===== src/design/spsr_pkg.sv =====
// Purpose: Constants for the stack pointer readback and command strobe block
// Assumes: 16-bit host data, word offsets as printed
// Notes: Offset is a register index on the host bus
package spsr_pkg;
  localparam int ADDR_W = 16;
  localparam int DATA_W = 16;
  localparam logic [15:0] SHARED_OFFSET = 16'h0003;
  localparam logic [15:0] PTR_RESET = 16'h0000;
  // Command bit positions
  localparam int B_SOFT_RESET = 0;
  localparam int B_CTRL_MON_GO = 1;
  localparam int B_IRQ_CLEAR = 2;
  localparam int B_TAG_CLEAR = 3;
  localparam int B_TAG_STEP = 4;
  localparam int B_HALT_FRAME = 5;
  localparam int B_HALT_MSG = 6;
  localparam int B_PROTO_TEST = 7;
  localparam int B_RSVD_8 = 8;
  localparam int B_RAM_TEST = 9;
  localparam int B_CLR_RESULT = 10;
  localparam int B_BACK_ONLINE = 11;
  localparam int B_RSVD_LO = 12;
  localparam int B_RSVD_HI = 15;
  // Time tag resolution field codes
  localparam logic [2:0] RES_BY_CMD = 3'h6;
  localparam logic [2:0] RES_EXT_CLK = 3'h7;
  // Operating mode codes
  localparam logic [1:0] MODE_BC = 2'h0;
  localparam logic [1:0] MODE_RT = 2'h1;
  localparam logic [1:0] MODE_MT = 2'h2;
endpackage


===== src/design/spsr_regs.sv =====
// Purpose: Shared-address pointer readback and one-shot command strobes
// Assumes: Host read/write strobes on i_clk, one cycle each
// Notes: Engines acting on the strobes sit outside this block
// Notes on behaviour
// RL1 - Read returns stack pointer outside enhanced BC
// RL2 - Enhanced BC read returns instruction list pointer
// RL3 - Readback is 16-bit, read-only, zero after reset
// RL4 - Host writes zero to reserved bits
// RL5 - Offline RT restarts after self-test completes
// RL6 - Bit 11 brings offline RT online
// RL7 - Bit 10 clears self-test result register
// RL8 - Bit 9 launches RAM self-test
// RL9 - Bit 7 launches protocol self-test
// RL10 - Bit 6 halts BC or stops monitor
// RL11 - Bit 5 halts BC at frame end
// RL12 - Bit 4 steps tag only at 110
// RL13 - Bit 3 clears time tag counter
// RL14 - Bit 2 clears both interrupt status registers
// RL15 - Bit 1 starts BC or monitor
// RL16 - Bit 0 triggers software reset
// RL17 - Resolution 111 steps tag on external clock
// RL18 - Read-clear off: only bit 2 clears
// RL19 - Commands are one-cycle pulses, zero ignored
// RL20 - Reads and writes of shared address independent
`timescale 1ns/1ps
module spsr_regs (
  input wire logic i_clk,
  input wire logic i_rst_n,
  input wire logic [15:0] i_addr,
  input wire logic i_wr,
  input wire logic i_rd,
  input wire logic [15:0] i_wdata,
  input wire logic [1:0] i_mode,
  input wire logic i_enhanced_bc,
  input wire logic [15:0] i_stack_ptr,
  input wire logic [15:0] i_instr_ptr,
  input wire logic [2:0] i_tag_res,
  input wire logic i_irq_read_clear,
  input wire logic i_offline_on_selftest,
  input wire logic i_selftest_done,
  input wire logic i_tag_clk,
  output logic [15:0] o_rdata,
  output logic o_rvalid,
  output logic o_soft_reset_cmd,
  output logic o_controller_monitor_go,
  output logic o_irq_status_clear,
  output logic o_tag_counter_clear,
  output logic o_tag_counter_step,
  output logic o_halt_end_of_frame,
  output logic o_halt_end_of_message,
  output logic o_monitor_stop,
  output logic o_protocol_selftest_go,
  output logic o_ram_selftest_go,
  output logic o_clear_selftest_result,
  output logic o_terminal_back_online,
  output logic o_rt_offline
);
  logic wr_hit;
  logic rd_hit;
  logic is_bc;
  logic is_mt;
  logic tag_clk_lvl;
  logic tag_clk_rise;
  logic [15:0] cmd;
  logic rt_st_cmd_r;

  assign wr_hit = i_wr && (i_addr == spsr_pkg::SHARED_OFFSET); // RL20
  assign rd_hit = i_rd && (i_addr == spsr_pkg::SHARED_OFFSET); // RL20
  assign is_bc = (i_mode == spsr_pkg::MODE_BC);
  assign is_mt = (i_mode == spsr_pkg::MODE_MT);
  assign cmd = wr_hit ? i_wdata : 16'h0000;

  spsr_sync u_tag_sync (
    .i_clk(i_clk),
    .i_rst_n(i_rst_n),
    .i_async(i_tag_clk),
    .o_level(tag_clk_lvl),
    .o_rise(tag_clk_rise)
  );

  // Pointer readback
  always_ff @(posedge i_clk) begin
    if (!i_rst_n) begin
      o_rdata <= spsr_pkg::PTR_RESET; // RL3
      o_rvalid <= 1'b0;
    end else begin
      o_rvalid <= rd_hit;
      if (rd_hit) begin
        if (is_bc && i_enhanced_bc) begin
          o_rdata <= i_instr_ptr; // RL2
        end else begin
          o_rdata <= i_stack_ptr; // RL1
        end
      end
    end
  end

  // One-shot strobes; zero bits and reserved bits do nothing
  always_ff @(posedge i_clk) begin
    if (!i_rst_n) begin
      o_soft_reset_cmd <= 1'b0;
      o_controller_monitor_go <= 1'b0;
      o_irq_status_clear <= 1'b0;
      o_tag_counter_clear <= 1'b0;
      o_halt_end_of_frame <= 1'b0;
      o_halt_end_of_message <= 1'b0;
      o_monitor_stop <= 1'b0;
      o_protocol_selftest_go <= 1'b0;
      o_ram_selftest_go <= 1'b0;
      o_clear_selftest_result <= 1'b0;
    end else begin
      o_soft_reset_cmd <= cmd[spsr_pkg::B_SOFT_RESET]; // RL16 RL19
      o_controller_monitor_go <=
        cmd[spsr_pkg::B_CTRL_MON_GO] & (is_bc | is_mt); // RL15
      o_irq_status_clear <= cmd[spsr_pkg::B_IRQ_CLEAR]; // RL14 RL18
      o_tag_counter_clear <= cmd[spsr_pkg::B_TAG_CLEAR]; // RL13
      o_halt_end_of_frame <= cmd[spsr_pkg::B_HALT_FRAME] & is_bc; // RL11
      o_halt_end_of_message <= cmd[spsr_pkg::B_HALT_MSG] & is_bc; // RL10
      o_monitor_stop <= cmd[spsr_pkg::B_HALT_MSG] & is_mt; // RL10
      o_protocol_selftest_go <= cmd[spsr_pkg::B_PROTO_TEST]; // RL9
      o_ram_selftest_go <= cmd[spsr_pkg::B_RAM_TEST]; // RL8
      o_clear_selftest_result <= cmd[spsr_pkg::B_CLR_RESULT]; // RL7
    end
  end

  // Time tag step: by command at 110, by external clock at 111
  always_ff @(posedge i_clk) begin
    if (!i_rst_n) begin
      o_tag_counter_step <= 1'b0;
    end else begin
      o_tag_counter_step <=
        (cmd[spsr_pkg::B_TAG_STEP] &&
         i_tag_res == spsr_pkg::RES_BY_CMD) || // RL12
        (tag_clk_rise && i_tag_res == spsr_pkg::RES_EXT_CLK); // RL17
    end
  end

  // RT offline tracking and return to service
  always_ff @(posedge i_clk) begin
    if (!i_rst_n) begin
      o_rt_offline <= 1'b0;
      o_terminal_back_online <= 1'b0;
    end else begin
      o_terminal_back_online <= 1'b0;
      if (o_rt_offline &&
          (i_selftest_done || cmd[spsr_pkg::B_BACK_ONLINE])) begin
        o_rt_offline <= 1'b0; // RL5 RL6
        o_terminal_back_online <= 1'b1; // RL5 RL6
      end else if (i_offline_on_selftest && rt_st_cmd_r) begin
        o_rt_offline <= 1'b1;
      end
    end
  end

  // Initiate-self-test mode command; no source here, held low
  always_ff @(posedge i_clk) begin
    if (!i_rst_n) begin
      rt_st_cmd_r <= 1'b0;
    end else begin
      rt_st_cmd_r <= 1'b0;
    end
  end
endmodule


===== src/design/spsr_sync.sv =====
// Purpose: Two-stage synchroniser with rising edge pulse
// Assumes: Input asynchronous to i_clk
// Notes: First stage is read only by the second
`timescale 1ns/1ps
module spsr_sync (
  input wire logic i_clk,
  input wire logic i_rst_n,
  input wire logic i_async,
  output logic o_level,
  output logic o_rise
);
  logic meta_r;
  logic prev_r;

  always_ff @(posedge i_clk) begin
    if (!i_rst_n) begin
      meta_r <= 1'b0;
      o_level <= 1'b0;
      prev_r <= 1'b0;
      o_rise <= 1'b0;
    end else begin
      meta_r <= i_async;
      o_level <= meta_r;
      prev_r <= o_level;
      o_rise <= o_level & ~prev_r;
    end
  end
endmodule


===== config.mk =====
export PLATFORM = sky130hd
export DESIGN_NAME = spsr_regs
export DESIGN_NICKNAME = d
export VERILOG_FILES = /design/src/design/spsr_pkg.sv /design/src/design/spsr_regs.sv /design/src/design/spsr_sync.sv
export SDC_FILE = /design/constraint.sdc
export NUM_CORES = 1
export LEC_CHECK = 0
export BUFFER_PORTS_ARGS = -buffer_cell sky130_fd_sc_hd__buf_2
export CORE_MARGIN = 2
export CORE_UTILIZATION = 38
export DETAILED_ROUTE_END_ITERATION = 7
export PLACE_DENSITY = 0.85
export SYNTH_ARGS = -nofsm -noshare
export SYNTH_HDL_FRONTEND = slang
export SYNTH_SLANG_ARGS = --single-unit

===== constraint.sdc =====
create_clock -name i_clk -period 1.8 [get_ports i_clk]
set_input_delay 0.27 -clock i_clk [delete_from_list [all_inputs] [get_ports i_clk]]
set_output_delay 0.27 -clock i_clk [all_outputs]
set_load 0.02 [all_outputs]

### Yosys cells after proc, flatten, opt, wreduce, memory -nomap -nowiden

Index checks and enable logic that the tools add are counted.

| operators by class | value |
|---|---|
| equality and inequality tests | 4 |
| mux-type cells | 2 |
| bitwise logic cells | 7 |
| reductions and logical operators | 8 |

Operator list:

| operator | count |
|---|---|
| $eq 16x2->1 const B | 1 |
| $mux 16 | 1 |
| $mux 7 | 1 |
| $eq 3x3->1 const B | 2 |
| $and 1x1->1 | 5 |
| $logic_and 1x1->1 | 5 |
| $eq 2x2->1 const B | 1 |
| $logic_not 2->1 | 1 |
| $reduce_and 2->1 | 1 |
| $logic_or 1x1->1 | 1 |
| $not 1->1 | 1 |
| $or 1x1->1 | 1 |

| word-level totals | value |
|---|---|
| register bits | 32 |
| output and inout port bits | 30 |
| word-level logic and storage cells | 38 |

### Logic depth before layout (Yosys ltp)

| logic depth | value |
|---|---|
| depth in word-level cells | 5 |
| depth in mapped cells | 6 |
| mapped depth without buffers | 4 |

### By module

From an unflattened synthesis, not the netlist that was laid out.

| second synthesis, totals | value |
|---|---|
| cells, all modules | 123 |
| area, all modules | 1,302.5 µm² |

Modules (own cells, without submodules):

| module | instances | cells each | area an instance (µm²) | seq. area each (µm²) |
|---|---|---|---|---|
| spsr_regs | 1 | 115 | 1,191.1 | 560.5 |
| spsr_sync | 1 | 8 | 111.4 | 80.1 |

### Worst setup path before layout

OpenSTA, ideal clock, no wires.

| path | value |
|---|---|
| path kind | input port to flip-flop |
| from | input i_addr[3] |
| to | register o_rdata[0] |
| arrival | 1.264 ns |
| setup slack | 0.401 ns |
| stages | 6 |
| cells stage by stage | nor4bb_1 -> and3_2 -> and3_1 -> buf_2 -> buf_2 -> a211oi_1 |

| on the way | value |
|---|---|
| word-level cells in the longest chain between the ends | 2 |

Ends and longest elaborated chain:

| item | RTL line | source |
|---|---|---|
| start: declaration | spsr_regs.sv:29 | `input wire logic [15:0] i_addr,` |
| $eq 16x2->1 | spsr_regs.sv:68 | `assign rd_hit = i_rd && (i_addr == spsr_pkg::SHARED_OFFSET);` |
| $logic_and 1x1->1 | spsr_regs.sv:68 |  |
| end signal: assignment | spsr_regs.sv:84 | `o_rdata <= spsr_pkg::PTR_RESET;` |
| end signal: assignment | spsr_regs.sv:90 | `o_rdata <= i_instr_ptr;` |
| end signal: assignment | spsr_regs.sv:92 | `o_rdata <= i_stack_ptr;` |
| end: declaration | spsr_regs.sv:42 | `output logic [15:0] o_rdata,` |

No other way between the ends.
A chain may end at the register's enable or synchronous reset.

### Worst setup path after layout

| path | value |
|---|---|
| from | input i_addr[2] |
| to | register o_rdata[1] |

Same word-level chain as after synthesis.

==> impl_metrics.ini <==
[floorplan]
initial_core_util_pct = 39.15
die-area_um2 = 3894
design.core.area_um2 = 3311
die_w_um = 62.41
num_io_pins = 108
chipHeight_um = 62.41
num_rows = 21

[clock_tree]
clkTransAtPathRegs_ps = 90
clkSinkCount = 32
clkLatencyLatePin_ps = 310
tritoncts = built
cts-root-to-sink-buffers = 2
cts-root-buf = sky130_fd_sc_hd__clkbuf_4
number_of_buffers_created_by_cts = 5
cts_hold_buf = 0
cts_post_setup_buffers_inserted = 0
ctsResizeCount = 0
htreeDepth = 2

[timing]
maxClockFrequency_mhz = 800.5
final_period_demand_of_the_worst_path_ps = 1249
setup-tns-final_ps = 0
rsz0062_at_grt = false
transition_at_the_pin_with_the_smallest_max_transition_slack_ps = 501.3
layout_worst_path_cycle_share_pct = 69.40
slew_headroom_pct = 66.54
final-setup-viol-count = 0
drv_slew = 0
hold_vio_cnt_final = 0
worst_clock_skew_ps = 2.579

[critical_path]
worst-endpoint-arrival_ps = 1480
worstSetupEndpointType = register
path_max_fanout = 11
critical_path_class = in2reg
critPathLaunchType = input pin
critPathRequiredTime_ps = 2030

[run]
drv_cap = 0

[synth]
synth_top_area_share_pct = 49.42
synth.ff_latch_count = 32
ys_dominant_reg_cell = sky130_fd_sc_hd__dfxtp_1
synth_edf_count = 0
synth-warning-count = 0
post_synth.cell_area_avg_um2 = 10.54
synthTopCellsByArea = sky130_fd_sc_hd__dfxtp_1 (49%), sky130_fd_sc_hd__mux2i_1 (12%), sky130_fd_sc_hd__a211oi_1 (9.3%)
asyncSetResetFlopFracSynth_pct = 0
synth_compound_area_share_pct = 15.83
synth_cells = 123
synth_top_family_by_area = compound AO/OA/AOI/OAI gates
library_cell_with_the_highest_instance_count_after_synthesis = sky130_fd_sc_hd__dfxtp_1
synth_area_leader_cell = sky130_fd_sc_hd__dfxtp_1
synthAdderAreaFrac_pct = 0
yosysSeqAreaShare_pct = 49.42
synth_area_um2 = 1296
synthSimpleGateAreaFrac_pct = 15.73
post_synth_num_cell_types = 23
synthMuxAreaShare_pct = 12.36
yosys.area_share.xor_xnor_pct = 0
synth_common_cells = sky130_fd_sc_hd__dfxtp_1 (32), sky130_fd_sc_hd__a21oi_1 (17), sky130_fd_sc_hd__a211oi_1 (16), sky130_fd_sc_hd__mux2i_1 (16), sky130_fd_sc_hd__and2_1 (10)

[grt]
gr-total-overflow = 0
grtUsageTotal_pct = 16.12
grt_first_pass_wirelength_um = 4899
grt_pass1_vias = 1150
grt_start_max_net_pins = 19
antenna_violations_before_repair = 0

[cells_and_area]
n_fill_cell = 328
post_route_cells_drive_above_1_share_pct = 50.45
finish.net_count = 298
area.growth.synth_to_final_pct = 43.15
final_cells = 266
top_register = o_rdata
largest_register_ffs = 16
antenna_cells = 0

[outcome]
status = completed

[drt]
via_count = 1257
drt-wirelength-per-cell_um = 11.75
drt_iter0_markers = 30
routed_wirelength_um = 3125
drt_first_pass_iters = 4
antenna_violating_nets_post_route = 0
routed_via_density = 4.726
post-route-drc-count = 0

[pwr]
total_leakage_power_uw = 0.0009055
worst_ir_drop_vdd_v = 0.0003992
power.density_nw_per_um2 = 645.9

[placed_design]
place_hpwl_um = 2475
buffers_on_ports = 96
gpl.final_weighted_congestion = 0.7254
placed_cells_incl_taps = 259

[worst_hold_path]
hp-class = in2reg
## metrics by stage
| step | cell area, um^2 | hold slack, ps | worst slack [ps] | utilization, % | total power (uW) |
|---|---|---|---|---|---|
| 6_report | 1856 | 151.8 | 550.8 | 56.05 | 1198 |
| 5_1_grt | 1856 | 130.7 | 453.2 | 56.05 | 1266 |
| 4_1_cts | 1856 | 136.9 | 519.8 | 56.05 | 1222 |
| 3_5_place_dp | 1809 | 386.5 | 174.8 | 54.65 | 861.4 |
| 3_3_place_gp | 1809 | 371.5 | 226.8 | 54.65 | 858.5 |
| 2_1_floorplan | 1300 | 367.4 | 401.4 | - | 780.0 |
## layout by cell type, fill, tap and decap left out, drive strengths merged, types with 2 or more instances in the layout
cell type	count
a211oi	16
a21oi	17
and2	10
and3	6
buf	101
clkbuf	6
conb	2
dfxtp	32
mux2i	16
nor4	3
## final cells by class
| class | count | area, um^2 | share of cell area (%) |
|---|---|---|---|
| inverters | 1 | 3.754 | 0.2023 |
| clock buffers | 6 | 41.29 | 2.225 |
| clock inverters | 1 | 5.005 | 0.2697 |
| repair buffers | 101 | 530.5 | 28.59 |
| well taps | 46 | 57.56 | 3.102 |
| flip-flops and latches | 32 | 640.6 | 34.52 |
| multi-input cells | 79 | 576.8 | 31.09 |
## worst paths after layout
kind | start | end | slack, ps | cells after the start
max reg2reg | o_rdata[1] | o_rdata[1] | 1090 | 2
min reg2reg | u_tag_sync.prev_r | u_tag_sync.o_rise | 400 | 1
max | i_addr[2] | o_rdata[1] | 550 | 6
min | i_wdata[0] | o_soft_reset_cmd | 150 | 2
## worst max-delay path: stages
cell and delay [ps]:
sky130_fd_sc_hd__buf_2 100, sky130_fd_sc_hd__nor4_2 290, sky130_fd_sc_hd__and4_1 300, sky130_fd_sc_hd__buf_4 200, sky130_fd_sc_hd__a21oi_1 80, sky130_fd_sc_hd__a211oi_1 240
## kinds of logic (layout without fill, tap and decap cells)
kind of cell | Yosys count | count (layout)
buf+inv | 13 | 109
mux | 16 | 16
simple gates | 28 | 28
other cells | 1 | 2
flops | 32 | 32
compound gates | 33 | 33
## where the power goes
group	internal [uW]	total (uW)	switching, uW	leakage (uW)
Clock	144	354	211	0.0000281
Combinational	75.3	133	57.5	0.000619
Sequential	710	711	0.713	0.000258
Total	929	1200	269	0.000905
## layer usage
layer | part of all wire, % | GRT usage (%)
met2 | 48 | 28.23
met1 | 39 | 16.82
met3 | 9.9 | 5.405
met4 | 2.4 | 9.167
met5 | 0 | 0
No activity file was read; power rests on OpenSTA's default activity.
